`config.mk`:
```
export PLATFORM = sky130hd
export DESIGN_NAME = ebd_bus_ctrl
export DESIGN_NICKNAME = d
export VERILOG_FILES = /design/src/ebd_pkg.sv /design/src/ebd_addr_mux.sv /design/src/ebd_refresh_timer.sv /design/src/ebd_bus_ctrl.sv
export SDC_FILE = /design/constraint.sdc
export NUM_CORES = 1
export LEC_CHECK = 0
export BUFFER_PORTS_ARGS = -buffer_cell sky130_fd_sc_hd__buf_4
export CAP_MARGIN = 10
export CORE_ASPECT_RATIO = 0.8
export CORE_MARGIN = 5
export CORE_UTILIZATION = 60
export DETAILED_ROUTE_END_ITERATION = 10
export PLACE_DENSITY_LB_ADDON = 0.3
export SYNTH_ARGS = -nofsm -noshare
export SYNTH_HDL_FRONTEND = slang
export SYNTH_SLANG_ARGS = --single-unit
```
`constraint.sdc`:
```
create_clock -name CLOCK -period 7.2 [get_ports CLOCK]
set_clock_uncertainty 0.15 [all_clocks]
set_input_delay 1.08 -clock CLOCK [delete_from_list [all_inputs] [get_ports CLOCK]]
set_output_delay 1.08 -clock CLOCK [all_outputs]
set_load 0.02 [all_outputs]
```
`src/ebd_pkg.sv`:
```
// shared constants and state type of the external bus dram controller
// assumes one system clock; all constants used by package reference only
package ebd_pkg;

  // =====================================================================
  // address decode
  localparam logic [7:0] DRAM_SPACE = 8'h01;
  localparam int CS_FIELD_LSB = 26;
  localparam logic [1:0] MUX_IO_SPACE = 2'h3;
  localparam int MUX_WIDTH_BIT = 14;
  localparam int ROW_SHIFT_BASE = 9;

  // =====================================================================
  // timing counts
  localparam logic [1:0] MUX_ADDR_CYCLES = 2'h3;
  localparam logic [1:0] EXT_WAIT_MIN = 2'h2;
  localparam int PRESC_W = 12;
  localparam logic [11:0] CLK_DIV_MASK [0:7] = '{12'h000, 12'h001, 12'h007,
    12'h01f, 12'h07f, 12'h1ff, 12'h7ff, 12'hfff};

  // =====================================================================
  // reset values
  localparam logic [7:0] REFRESH_COUNTER_RESET = 8'h00;
  localparam logic [11:0] PRESC_RESET = 12'h000;

  // =====================================================================
  // bus cycle states
  typedef enum logic [4:0] {
    ST_IDLE, ST_HEAD, ST_ADDR, ST_T1, ST_TW, ST_T2, ST_TAIL,
    ST_TP, ST_TPW, ST_TR, ST_TRW, ST_TC1, ST_TCW, ST_TC2,
    ST_RF_PRE, ST_RF_CAS, ST_RF_RAS, ST_SELF
  } ebd_state_e;

endpackage : ebd_pkg

```
`src/ebd_addr_mux.sv`:
```
// row and column address forms of a dram space address
// assumes the row shift code is stable while an access runs
`timescale 1ns/1ps
module ebd_addr_mux (
  input wire logic [23:0] addr,
  input wire logic [1:0] row_shift,
  output logic [21:0] row_addr,
  output logic [21:0] col_addr
);

  logic [21:0] low_mask;

  // =====================================================================
  // multiplexer
  // upper bits slide down onto the low pins by 9..12 places
  // pins above the shifted field keep their own address bits
  always_comb begin
    low_mask = 22'h3fffff >> (ebd_pkg::ROW_SHIFT_BASE - 2 + int'(row_shift));
    row_addr = (addr[21:0] & ~low_mask)
      | (22'(addr >> (ebd_pkg::ROW_SHIFT_BASE + int'(row_shift))) & low_mask);
    col_addr = addr[21:0];
  end

endmodule : ebd_addr_mux

```
`src/ebd_refresh_timer.sv`:
```
// refresh interval timer: prescaler, 8-bit up counter, compare and flag
// assumes register writes arrive as one-cycle strobes from the owner
`timescale 1ns/1ps
module ebd_refresh_timer (
  input wire logic clk,
  input wire logic rst_n,
  input wire logic ce,
  input wire logic [2:0] counter_clock_select,
  input wire logic [7:0] refresh_compare_value,
  input wire logic cnt_wr,
  input wire logic [7:0] cnt_wdata,
  input wire logic match_flag_clr,
  input wire logic match_interrupt_enable,
  output logic [7:0] refresh_counter,
  output logic match_flag,
  output logic match_irq,
  output logic match_pulse
);

  typedef struct packed {
    logic [11:0] presc;
    logic [7:0] cnt;
    logic flag;
    logic irq;
    logic match;
  } ebd_tmr_s;

  ebd_tmr_s s, n;
  logic tick;
  logic [7:0] inc;

  // =====================================================================
  // next state
  // a write to the counter beats a tick in the same cycle
  always_comb begin
    n = s;
    n.match = 1'b0;
    inc = s.cnt + 8'h01;
    tick = (counter_clock_select != 3'h0) &&
      ((s.presc & ebd_pkg::CLK_DIV_MASK[counter_clock_select]) ==
      ebd_pkg::CLK_DIV_MASK[counter_clock_select]);
    n.presc = (counter_clock_select == 3'h0) ? ebd_pkg::PRESC_RESET
      : s.presc + 12'h001;
    if (cnt_wr) begin
      n.cnt = cnt_wdata;
    end else if (tick) begin
      if (inc == refresh_compare_value) begin
        n.cnt = ebd_pkg::REFRESH_COUNTER_RESET;
        n.match = 1'b1;
      end else begin
        n.cnt = inc;
      end
    end
    // set wins over a clear in the same cycle
    if (match_flag_clr) begin
      n.flag = 1'b0;
    end
    if (n.match) begin
      n.flag = 1'b1;
    end
    n.irq = n.flag & match_interrupt_enable;
  end

  // =====================================================================
  // state register
  always_ff @(posedge clk or negedge rst_n) begin
    if (!rst_n) begin
      s <= '0;
    end else if (ce) begin
      s <= n;
    end
  end

  assign refresh_counter = s.cnt;
  assign match_flag = s.flag;
  assign match_irq = s.irq;
  assign match_pulse = s.match;

endmodule : ebd_refresh_timer

```
`src/ebd_bus_ctrl.sv`:
```
// bus state controller: ordinary, mux i/o and dram cycles plus refresh
// assumes one request at a time from the internal master, held until DONE
`timescale 1ns/1ps

// Contract
// - programmed ordinary waits also sample the external wait and extend.
// - external wait sampled at the edge where the last wait leaves to T2.
// - chip-select extension adds a lead and a tail cycle, strobes off.
// - write data keeps driving through the tail cycle.
// - upper address byte 01 selects the dram space protocol.
// - dram row and column share the address pins, shift 9 to 12.
// - shift code 0..3 means 9..12 bits; column goes out unshifted.
// - dram cycle built from precharge, row, column and fetch cycles.
// - one column strobe per active byte lane.
// - dma single transfers also drive read and write strobes in column.
// - precharge and row delay common; separate read and write waits.
// - dram external wait honoured only with 2 or 3 software waits.
// - burst enable gives fast page accesses to the same row.
// - with burst enable and row hold, row strobe stays low across other accesses.
// - counter match with refresh mode 0 runs a refresh before row.
// - refresh row strobe width follows the two-bit width field.
// - self refresh asserts column and row strobes and holds them.
// - bus release in self refresh keeps only row, column, direction.
// - mux i/o enable puts address and data of space 3 on D15-D0.
// - address bit 14 picks 8 or 16 bit mux i/o width.
// - mux i/o begins with three address cycles, then ordinary cycle.
// - clock select 0 stops, others divide by 2 up to 4096.
// - one pending refresh request; a new match replaces the old.
// - match clears the counter, sets the flag, raises enabled interrupt.
// - self refresh waits for the access end; timer refresh ignored in it.
module ebd_bus_ctrl (
  input wire logic CLOCK,
  input wire logic RESETN,
  input wire logic CE,
  input wire logic REQ_VALID,
  input wire logic [31:0] REQ_ADDR,
  input wire logic REQ_WRITE,
  input wire logic [3:0] REQ_BE,
  input wire logic [31:0] REQ_WDATA,
  input wire logic REQ_DMA_SINGLE,
  output logic REQ_BUSY,
  output logic REQ_DONE,
  output logic [31:0] REQ_RDATA,
  input wire logic [1:0] ORD_WAITS,
  input wire logic [3:0] SELECT_EXTEND_FIELD,
  input wire logic [1:0] ROW_SHIFT,
  input wire logic PRECHARGE_WAIT,
  input wire logic ROW_TO_COLUMN_DELAY,
  input wire logic [1:0] DRAM_WRITE_WAIT,
  input wire logic [1:0] DRAM_READ_WAIT,
  input wire logic BURST_ENABLE_BIT,
  input wire logic ROW_HOLD_MODE,
  input wire logic [1:0] REFRESH_ROW_WIDTH,
  input wire logic MUX_IO_ENABLE,
  input wire logic [2:0] COUNTER_CLOCK_SELECT,
  input wire logic REFRESH_ENABLE_BIT,
  input wire logic REFRESH_MODE_SELECT,
  input wire logic [7:0] REFRESH_COMPARE_VALUE,
  input wire logic REFRESH_COUNTER_WR,
  input wire logic [7:0] REFRESH_COUNTER_WDATA,
  input wire logic MATCH_FLAG_CLR,
  input wire logic MATCH_INTERRUPT_ENABLE,
  output logic [7:0] REFRESH_COUNTER,
  output logic MATCH_FLAG,
  output logic MATCH_IRQ,
  input wire logic EXT_GRANT,
  output logic BUS_RELEASED,
  input wire logic WAIT_N,
  output logic [21:0] ADDR_OUT,
  output logic [3:0] CHIP_SELECT_N,
  output logic READ_STROBE_N,
  output logic [3:0] WRITE_STROBE_LANE_N,
  output logic ROW_STROBE_N,
  output logic [3:0] COLUMN_STROBE_LANE_N,
  output logic READ_WRITE_DIRECTION,
  output logic ADDRESS_PHASE_STROBE_N,
  output logic [31:0] DATA_OUT,
  output logic DATA_OE,
  input wire logic [31:0] DATA_IN
);

  typedef struct packed {
    ebd_pkg::ebd_state_e state;
    logic [1:0] cnt;
    logic [31:0] addr;
    logic wr;
    logic [3:0] be;
    logic [31:0] wdata;
    logic dma;
    logic ext;
    logic row_open;
    logic [21:0] open_row;
    logic ref_pend;
    logic busy;
    logic done;
    logic [31:0] rdata;
    logic released;
    logic [21:0] addr_out;
    logic [3:0] cs_n;
    logic rd_n;
    logic [3:0] wr_n;
    logic ras_n;
    logic [3:0] cas_n;
    logic read_write_direction;
    logic ah_n;
    logic [31:0] d_out;
    logic d_oe;
  } ebd_ctl_s;

  ebd_ctl_s s, n;
  logic [21:0] req_row, cur_row, cur_col;
  logic match_pulse, match_cbr, self_req, req_dram, page_hit, keep_open;
  logic [1:0] req_cs, dram_wait;

  // decode of the chip-select index, used for the live and held address
  function automatic logic [1:0] cs_index(input logic [31:0] a);
    cs_index = a[ebd_pkg::CS_FIELD_LSB +: 2];
  endfunction : cs_index

  // =====================================================================
  // refresh timer and address forms
  ebd_refresh_timer u_timer (
    .clk(CLOCK),
    .rst_n(RESETN),
    .ce(CE),
    .counter_clock_select(COUNTER_CLOCK_SELECT),
    .refresh_compare_value(REFRESH_COMPARE_VALUE),
    .cnt_wr(REFRESH_COUNTER_WR),
    .cnt_wdata(REFRESH_COUNTER_WDATA),
    .match_flag_clr(MATCH_FLAG_CLR),
    .match_interrupt_enable(MATCH_INTERRUPT_ENABLE),
    .refresh_counter(REFRESH_COUNTER),
    .match_flag(MATCH_FLAG),
    .match_irq(MATCH_IRQ),
    .match_pulse(match_pulse)
  );

  ebd_addr_mux u_req_mux (
    .addr(REQ_ADDR[23:0]),
    .row_shift(ROW_SHIFT),
    .row_addr(req_row),
    .col_addr()
  );

  ebd_addr_mux u_cur_mux (
    .addr(s.addr[23:0]),
    .row_shift(ROW_SHIFT),
    .row_addr(cur_row),
    .col_addr(cur_col)
  );

  // =====================================================================
  // sequencer
  // the whole cycle is one state machine so refresh can never cut an access
  always_comb begin
    n = s;
    n.done = 1'b0;
    req_cs = cs_index(REQ_ADDR);
    req_dram = REQ_ADDR[31:24] == ebd_pkg::DRAM_SPACE;
    page_hit = s.row_open && req_dram && (req_row == s.open_row);
    self_req = REFRESH_ENABLE_BIT & REFRESH_MODE_SELECT;
    match_cbr = match_pulse & REFRESH_ENABLE_BIT & ~REFRESH_MODE_SELECT
      & (s.state != ebd_pkg::ST_SELF);
    n.ref_pend = s.ref_pend | match_cbr;
    dram_wait = s.wr ? DRAM_WRITE_WAIT : DRAM_READ_WAIT;
    keep_open = BURST_ENABLE_BIT & (ROW_HOLD_MODE | (REQ_VALID & page_hit));
    unique case (s.state)
      ebd_pkg::ST_IDLE: begin
        if (s.row_open && !(BURST_ENABLE_BIT && ROW_HOLD_MODE) && !page_hit) begin
          n.row_open = 1'b0;
        end
        // self refresh is only entered from idle, after any access ends
        if (self_req || s.ref_pend) begin
          n.row_open = 1'b0;
          n.state = ebd_pkg::ST_RF_PRE;
        end else if (REQ_VALID && !EXT_GRANT) begin
          n.addr = REQ_ADDR;
          n.wr = REQ_WRITE;
          n.be = REQ_BE;
          n.wdata = REQ_WDATA;
          n.dma = REQ_DMA_SINGLE;
          n.ext = 1'b0;
          if (req_dram) begin
            n.state = page_hit ? ebd_pkg::ST_TC1 : ebd_pkg::ST_TP;
          end else if (MUX_IO_ENABLE && req_cs == ebd_pkg::MUX_IO_SPACE) begin
            n.cnt = ebd_pkg::MUX_ADDR_CYCLES - 2'h1;
            n.state = ebd_pkg::ST_ADDR;
          end else if (SELECT_EXTEND_FIELD[req_cs]) begin
            n.ext = 1'b1;
            n.state = ebd_pkg::ST_HEAD;
          end else begin
            n.state = ebd_pkg::ST_T1;
          end
        end
      end
      ebd_pkg::ST_HEAD: n.state = ebd_pkg::ST_T1;
      ebd_pkg::ST_ADDR: begin
        if (s.cnt == 2'h0) begin
          n.state = ebd_pkg::ST_T1;
        end else begin
          n.cnt = s.cnt - 2'h1;
        end
      end
      ebd_pkg::ST_T1: begin
        n.cnt = ORD_WAITS;
        n.state = (ORD_WAITS != 2'h0) ? ebd_pkg::ST_TW : ebd_pkg::ST_T2;
      end
      ebd_pkg::ST_TW: begin
        // outputs are not recomputed from new inputs while waiting
        if (s.cnt > 2'h1) begin
          n.cnt = s.cnt - 2'h1;
        end else if (WAIT_N) begin
          n.state = ebd_pkg::ST_T2;
        end
      end
      ebd_pkg::ST_T2: begin
        n.rdata = DATA_IN;
        n.done = 1'b1;
        n.state = s.ext ? ebd_pkg::ST_TAIL : ebd_pkg::ST_IDLE;
      end
      ebd_pkg::ST_TAIL: n.state = ebd_pkg::ST_IDLE;
      ebd_pkg::ST_TP: begin
        n.row_open = 1'b0;
        n.state = PRECHARGE_WAIT ? ebd_pkg::ST_TPW : ebd_pkg::ST_TR;
      end
      ebd_pkg::ST_TPW: n.state = ebd_pkg::ST_TR;
      ebd_pkg::ST_TR: begin
        n.row_open = 1'b1;
        n.open_row = cur_row;
        n.state = ROW_TO_COLUMN_DELAY ? ebd_pkg::ST_TRW : ebd_pkg::ST_TC1;
      end
      ebd_pkg::ST_TRW: n.state = ebd_pkg::ST_TC1;
      ebd_pkg::ST_TC1: begin
        n.cnt = dram_wait;
        n.state = (dram_wait != 2'h0) ? ebd_pkg::ST_TCW : ebd_pkg::ST_TC2;
      end
      ebd_pkg::ST_TCW: begin
        if (s.cnt > 2'h1) begin
          n.cnt = s.cnt - 2'h1;
        end else if (WAIT_N || dram_wait < ebd_pkg::EXT_WAIT_MIN) begin
          n.state = ebd_pkg::ST_TC2;
        end
      end
      ebd_pkg::ST_TC2: begin
        n.rdata = DATA_IN;
        n.done = 1'b1;
        n.row_open = keep_open;
        n.state = ebd_pkg::ST_IDLE;
      end
      ebd_pkg::ST_RF_PRE: n.state = ebd_pkg::ST_RF_CAS;
      ebd_pkg::ST_RF_CAS: begin
        n.cnt = REFRESH_ROW_WIDTH;
        n.ref_pend = match_cbr;
        n.state = self_req ? ebd_pkg::ST_SELF : ebd_pkg::ST_RF_RAS;
      end
      ebd_pkg::ST_RF_RAS: begin
        if (s.cnt == 2'h0) begin
          n.state = ebd_pkg::ST_IDLE;
        end else begin
          n.cnt = s.cnt - 2'h1;
        end
      end
      ebd_pkg::ST_SELF: begin
        if (!self_req) begin
          n.state = ebd_pkg::ST_IDLE;
        end
      end
    endcase

    // pin levels for the state being entered
    n.busy = n.state != ebd_pkg::ST_IDLE;
    n.released = EXT_GRANT &&
      (n.state == ebd_pkg::ST_IDLE || n.state == ebd_pkg::ST_SELF);
    n.cs_n = 4'hf;
    n.rd_n = 1'b1;
    n.wr_n = 4'hf;
    n.ras_n = ~n.row_open;
    n.cas_n = 4'hf;
    n.read_write_direction = 1'b1;
    n.ah_n = 1'b1;
    n.d_oe = 1'b0;
    n.d_out = s.wdata;
    unique case (n.state)
      ebd_pkg::ST_HEAD, ebd_pkg::ST_TAIL: begin
        n.cs_n[cs_index(n.addr)] = 1'b0;
        n.addr_out = n.addr[21:0];
        n.d_out = n.wdata;
        n.d_oe = n.wr && n.state == ebd_pkg::ST_TAIL;
      end
      ebd_pkg::ST_ADDR: begin
        n.cs_n[cs_index(n.addr)] = 1'b0;
        n.ah_n = 1'b0;
        n.addr_out = n.addr[21:0];
        n.d_out = n.addr[ebd_pkg::MUX_WIDTH_BIT] ? {16'h0000, n.addr[15:0]}
          : {24'h000000, n.addr[7:0]};
        n.d_oe = 1'b1;
      end
      ebd_pkg::ST_T1, ebd_pkg::ST_TW, ebd_pkg::ST_T2: begin
        n.cs_n[cs_index(n.addr)] = 1'b0;
        n.addr_out = n.addr[21:0];
        n.rd_n = n.wr;
        n.wr_n = n.wr ? ~n.be : 4'hf;
        n.d_out = n.wdata;
        n.d_oe = n.wr;
      end
      ebd_pkg::ST_TP, ebd_pkg::ST_TPW, ebd_pkg::ST_RF_PRE: n.ras_n = 1'b1;
      ebd_pkg::ST_TR, ebd_pkg::ST_TRW: begin
        n.ras_n = 1'b0;
        n.addr_out = cur_row;
        n.read_write_direction = ~n.wr;
        n.d_oe = n.wr;
      end
      ebd_pkg::ST_TC1, ebd_pkg::ST_TCW, ebd_pkg::ST_TC2: begin
        n.ras_n = 1'b0;
        n.cas_n = ~n.be;
        n.addr_out = (s.state == ebd_pkg::ST_IDLE) ? n.addr[21:0] : cur_col;
        n.read_write_direction = ~n.wr;
        n.d_oe = n.wr;
        if (n.dma) begin
          n.rd_n = n.wr;
          n.wr_n = n.wr ? ~n.be : 4'hf;
        end
      end
      ebd_pkg::ST_RF_CAS: n.cas_n = 4'h0;
      ebd_pkg::ST_RF_RAS, ebd_pkg::ST_SELF: begin
        n.cas_n = 4'h0;
        n.ras_n = 1'b0;
      end
      ebd_pkg::ST_IDLE: n.d_oe = 1'b0;
    endcase
  end

  // =====================================================================
  // state register
  always_ff @(posedge CLOCK or negedge RESETN) begin
    if (!RESETN) begin
      s <= '0;
      s.state <= ebd_pkg::ST_IDLE;
      s.cs_n <= 4'hf;
      s.rd_n <= 1'b1;
      s.wr_n <= 4'hf;
      s.ras_n <= 1'b1;
      s.cas_n <= 4'hf;
      s.read_write_direction <= 1'b1;
      s.ah_n <= 1'b1;
    end else if (CE) begin
      s <= n;
    end
  end

  // =====================================================================
  // outputs straight from the state register
  assign REQ_BUSY = s.busy;
  assign REQ_DONE = s.done;
  assign REQ_RDATA = s.rdata;
  assign BUS_RELEASED = s.released;
  assign ADDR_OUT = s.addr_out;
  assign CHIP_SELECT_N = s.cs_n;
  assign READ_STROBE_N = s.rd_n;
  assign WRITE_STROBE_LANE_N = s.wr_n;
  assign ROW_STROBE_N = s.ras_n;
  assign COLUMN_STROBE_LANE_N = s.cas_n;
  assign READ_WRITE_DIRECTION = s.read_write_direction;
  assign ADDRESS_PHASE_STROBE_N = s.ah_n;
  assign DATA_OUT = s.d_out;
  assign DATA_OE = s.d_oe;

endmodule : ebd_bus_ctrl

```
==> impl_results.html <==
<table>
<tr><th>Metric</th><th>Value</th></tr>
<tr><th colspan="2">Yosys</th></tr>
<tr><td>Flip-flop cell with the highest count after synthesis</td><td>sky130_fd_sc_hd__dfrtp_1</td></tr>
<tr><td>EDFF count, synth</td><td>0</td></tr>
<tr><td>Combinational family with the most area after synthesis</td><td>multiplexers</td></tr>
<tr><td>Sequential area share after synthesis</td><td>0.434</td></tr>
<tr><td>Asr flop ratio synth</td><td>1.00</td></tr>
<tr><td>Cell count after synthesis</td><td>between 1000 and 1500</td></tr>
<tr><td>Yosys top cell area share</td><td>0.402</td></tr>
<tr><td>Syn_area_per_cell</td><td>9.99 sq um</td></tr>
<tr><td>Compound-gate portion of the synthesized area</td><td>0.131</td></tr>
<tr><td>Synth unique cells</td><td>80</td></tr>
<tr><td>Fraction of synthesized area in multiplexers</td><td>0.169</td></tr>
<tr><td>Number of nets in the synthesized netlist</td><td>1457</td></tr>
<tr><td>Area contributors post-synth</td><td>sky130_fd_sc_hd__dfrtp_1 (40%), sky130_fd_sc_hd__mux2_2 (11%), sky130_fd_sc_hd__buf_4 (6.4%)</td></tr>
<tr><td>Cell type contributing the most total cell area after synthesis</td><td>sky130_fd_sc_hd__dfrtp_1</td></tr>
<tr><td>Xor/xnor cell area share of the yosys netlist</td><td>0.0323</td></tr>
<tr><td>Number of storage elements in the synthesis netlist</td><td>between 200 and 250</td></tr>
<tr><td>Number of synthesis warnings</td><td>0</td></tr>
<tr><td>Share of synthesized cell area in full adder, half adder and majority cells</td><td>0.00385</td></tr>
<tr><td>Leading cell type by number of instances after synthesis</td><td>sky130_fd_sc_hd__dfrtp_1</td></tr>
<tr><td>Top cells by count, synth</td><td>sky130_fd_sc_hd__dfrtp_1 (209), sky130_fd_sc_hd__mux2_2 (125), sky130_fd_sc_hd__nand2_1 (117)</td></tr>
<tr><td>Post-synthesis simple-gate area fraction</td><td>0.134</td></tr>
<tr><td>Combined area of all synthesized cells</td><td>around 13000 sq um</td></tr>
<tr><th colspan="2">Critical path</th></tr>
<tr><td>Sort of element at the end of the critical path</td><td>flip-flop</td></tr>
<tr><td>Worst setup path category</td><td>input pin to flip-flop</td></tr>
<tr><td>Crit Path Max Fanout</td><td>43</td></tr>
<tr><td>Arrival time reported for the critical path endpoint</td><td>4.78 ns</td></tr>
<tr><td>Startpoint kind of the worst setup timing path</td><td>input pin</td></tr>
<tr><td>CP required</td><td>7.48 ns</td></tr>
<tr><th colspan="2">Place</th></tr>
<tr><td>Final weighted congestion of routability-driven global placement</td><td>0.903</td></tr>
<tr><td>Port Buffer Count</td><td>266</td></tr>
<tr><td>Detailed placer's ending HPWL</td><td>~24 mm</td></tr>
<tr><th colspan="2">Floorplanning</th></tr>
<tr><td>Die area</td><td>24700 sq um</td></tr>
<tr><td>Std-Cell Rows</td><td>between 40 and 50</td></tr>
<tr><td>I/O pin total</td><td>about 270</td></tr>
<tr><td>Die Y-Extent</td><td>around 140 um</td></tr>
<tr><td>Horizontal extent of the die</td><td>175 um</td></tr>
<tr><td>Starting density of the core</td><td>0.607</td></tr>
<tr><td>Core area</td><td>around 21000 sq um</td></tr>
<tr><th colspan="2">Power</th></tr>
<tr><td>Overall power of the completed layout</td><td>5.58 mW</td></tr>
<tr><td>Maximum vdd ir drop</td><td>around 0.27 mV</td></tr>
<tr><td>Leakage</td><td>6.82 nW</td></tr>
<tr><td>Total power per unit cell area</td><td>371 nW/um^2</td></tr>
<tr><th colspan="2">Global route</th></tr>
<tr><td>Vias in the first global route</td><td>10100</td></tr>
<tr><td>Largest net degree at the start of global routing</td><td>133</td></tr>
<tr><td>Antenna violations before repair</td><td>0</td></tr>
<tr><td>Total overflow reported by the global router</td><td>0</td></tr>
<tr><td>Total global-route track usage</td><td>0.269</td></tr>
<tr><td>First-pass GRT wire length</td><td>approximately 54 mm</td></tr>
<tr><th colspan="2">Finish</th></tr>
<tr><td>Number of nets at the end of the flow</td><td>1569</td></tr>
<tr><td>Antenna Diode Count</td><td>0</td></tr>
<tr><td>Share of layout cells above drive strength 1</td><td>0.342</td></tr>
<tr><td>Area delta synth-&gt;final</td><td>15.6%</td></tr>
<tr><th colspan="2">Routing</th></tr>
<tr><td>Average routed wire per standard cell</td><td>20.0 um</td></tr>
<tr><td>Detailed-route via count</td><td>about 10000</td></tr>
<tr><td>Antenna Violating Nets Remaining</td><td>0</td></tr>
<tr><td>Detailed Route Iter0 Violations</td><td>970</td></tr>
<tr><td>Routed wire length</td><td>34.1 mm</td></tr>
<tr><td>DRC violations left</td><td>0</td></tr>
<tr><td>Drt pass-1 iters</td><td>5</td></tr>
<tr><td>Average via count per standard cell</td><td>roughly 6</td></tr>
<tr><th colspan="2">Clock tree</th></tr>
<tr><td>Setup repair bufs after CTS</td><td>0</td></tr>
<tr><td># H-tree levels</td><td>1</td></tr>
<tr><td>TritonCTS Buffers</td><td>24</td></tr>
<tr><td>Number of buffers added to fix hold violations after cts</td><td>0</td></tr>
<tr><td>Sink count of the clock tree</td><td>225</td></tr>
<tr><td>Clock insertion delay at the later pin of the skew report</td><td>around 0.53 ns</td></tr>
<tr><td>Number of buffers between clock root and the deepest sink</td><td>3</td></tr>
<tr><td>Buffer cell driving the clock tree root</td><td>sky130_fd_sc_hd__clkbuf_16</td></tr>
<tr><td>Gates resized, CTS repair</td><td>0</td></tr>
<tr><td>CTS tree</td><td>done</td></tr>
<tr><td>CTS clock-pin slew for the worst setup and hold paths</td><td>roughly 0.06 ns</td></tr>
<tr><th colspan="2">Timing</th></tr>
<tr><td>Slew of the pin with the lowest slew margin</td><td>1.08 ns</td></tr>
<tr><td>Peak clock frequency supported by timing</td><td>222 MHz</td></tr>
<tr><td>Setup Viol. Count Final</td><td>0</td></tr>
<tr><td>Final-report max-slew violation count</td><td>0</td></tr>
<tr><td>Relative slew margins</td><td>0.280</td></tr>
<tr><td>Min Hold Slack</td><td>0.331 ns</td></tr>
<tr><td>Final worst path period share</td><td>0.625</td></tr>
<tr><td>Endpoints failing hold</td><td>0</td></tr>
<tr><td>Min Clock Period, post-route</td><td>4.50 ns</td></tr>
<tr><td>Final TNS setup</td><td>0 ns</td></tr>
<tr><td>RSZ-0062 raised after global routing</td><td>false</td></tr>
<tr><th colspan="2">Run status</th></tr>
<tr><td>Outcome</td><td>finished clean</td></tr>
<tr><th colspan="2">Run</th></tr>
<tr><td>Maximum Capacitance Violations</td><td>0</td></tr>
<tr><th colspan="2">Min path</th></tr>
<tr><td>Worst hold-check path type</td><td>flip-flop to flip-flop</td></tr>
</table>
==> path summary, 6_finish.rpt <==
path / start / end / depth (start not counted) / slack, ns
worst max-delay path: ROW_SHIFT[0] / ADDR_OUT[1] / 10 / 2.70
worst min-delay path: ADDR_OUT[17] / ADDR_OUT[17] / 2 / 0.33
worst max register to register: s[205] / DATA_OUT[11] / 9 / 2.88
worst min register to register: ADDR_OUT[17] / ADDR_OUT[17] / 2 / 0.33
max in group asynchronous: RESETN / s[106] / 2 / 5.13
min in group asynchronous: RESETN / u_timer.refresh_counter[4] / 1 / 0.47
==> cells by family after synthesis <==
family          Yosys count
compound gates          265
buf+inv                 200
mux                     196
flops                   225
simple gates            364
fa+ha+maj                 4
xor+xnor                 48
==> through the flow <==
| step | cell area (sq um) | instances | setup slack [ns] | utilization |
|---|---|---|---|---|
| 6_report | 15000 | 1707 | 2.70 | 0.701 |
| 5_1_grt | 15000 | 1707 | 2.35 | 0.701 |
| 4_1_cts | 15000 | 1707 | 2.72 | 0.701 |
| 3_5_place_dp | 14200 | 1663 | 2.21 | 0.664 |
| 3_3_place_gp | 14200 | 1663 | 2.36 | 0.664 |
| 2_1_floorplan | 13000 | 1302 | 3.42 | - |
==> layout by cell type, fill, tap and decap left out, drive strengths merged, types with 14 or more instances in the layout <==
master / count
a21oi: 61
a31oi: 25
buf: 274
clkbuf: 28
dfrtp: 209
dfstp: 16
mux2: 133
mux2i: 57
nand2: 117
nand3: 48
nor2: 95
nor2b: 14
nor3: 17
o21ai: 95
xnor2: 20
xor2: 28
==> critical path, cell delays in order <==
cell and delay, ns:
sky130_fd_sc_hd__buf_4 0.42, sky130_fd_sc_hd__mux4_2 0.57, sky130_fd_sc_hd__xor2_1 0.15, sky130_fd_sc_hd__a21oi_1 0.18
sky130_fd_sc_hd__nand3_1 0.15, sky130_fd_sc_hd__nor4b_4 0.46, sky130_fd_sc_hd__o22a_2 0.41, sky130_fd_sc_hd__and4_1 0.74
sky130_fd_sc_hd__mux2_2 0.40, sky130_fd_sc_hd__o21ai_0 0.20
==> power by group <==
| group | internal, mW | total [mW] | switching [mW] |
|---|---|---|---|
| sequential | 1.68 | 2.06 | 0.380 |
| clock | 0.743 | 1.27 | 0.527 |
| combinational | 0.978 | 2.25 | 1.27 |
| total | 3.41 | 5.58 | 2.17 |
==> area by class of cell <==
cell class / instances / area (sq um)
clock buffer: 28 / 636
inverter: 12 / 45.0
multi-input combinational: 877 / 6120
tap: 275 / 344
fill: 1618 / 6400
timing repair buffer: 274 / 2060
clock inverter: 16 / 174
sequential: 225 / 5650
==> per-layer routing <==
layer  wire (um)  global-route usage
met2       15900               0.423
met5           0                   0
met1       14900               0.382
met4         866              0.0731
met3        2540              0.0581
==> state kept, by name, summed over array words and instances (netlist names), 4 cells and up <==
| signal | flops |
|---|---|
| WRITE_STROBE_LANE_N | 4 |
| CHIP_SELECT_N | 4 |
| s | 96 |
| COLUMN_STROBE_LANE_N | 4 |
| REQ_RDATA | 32 |
| u_timer.refresh_counter | 8 |
| ADDR_OUT | 22 |
| DATA_OUT | 32 |
| u_timer.s | 12 |
Power figures use the tool's default switching activity.
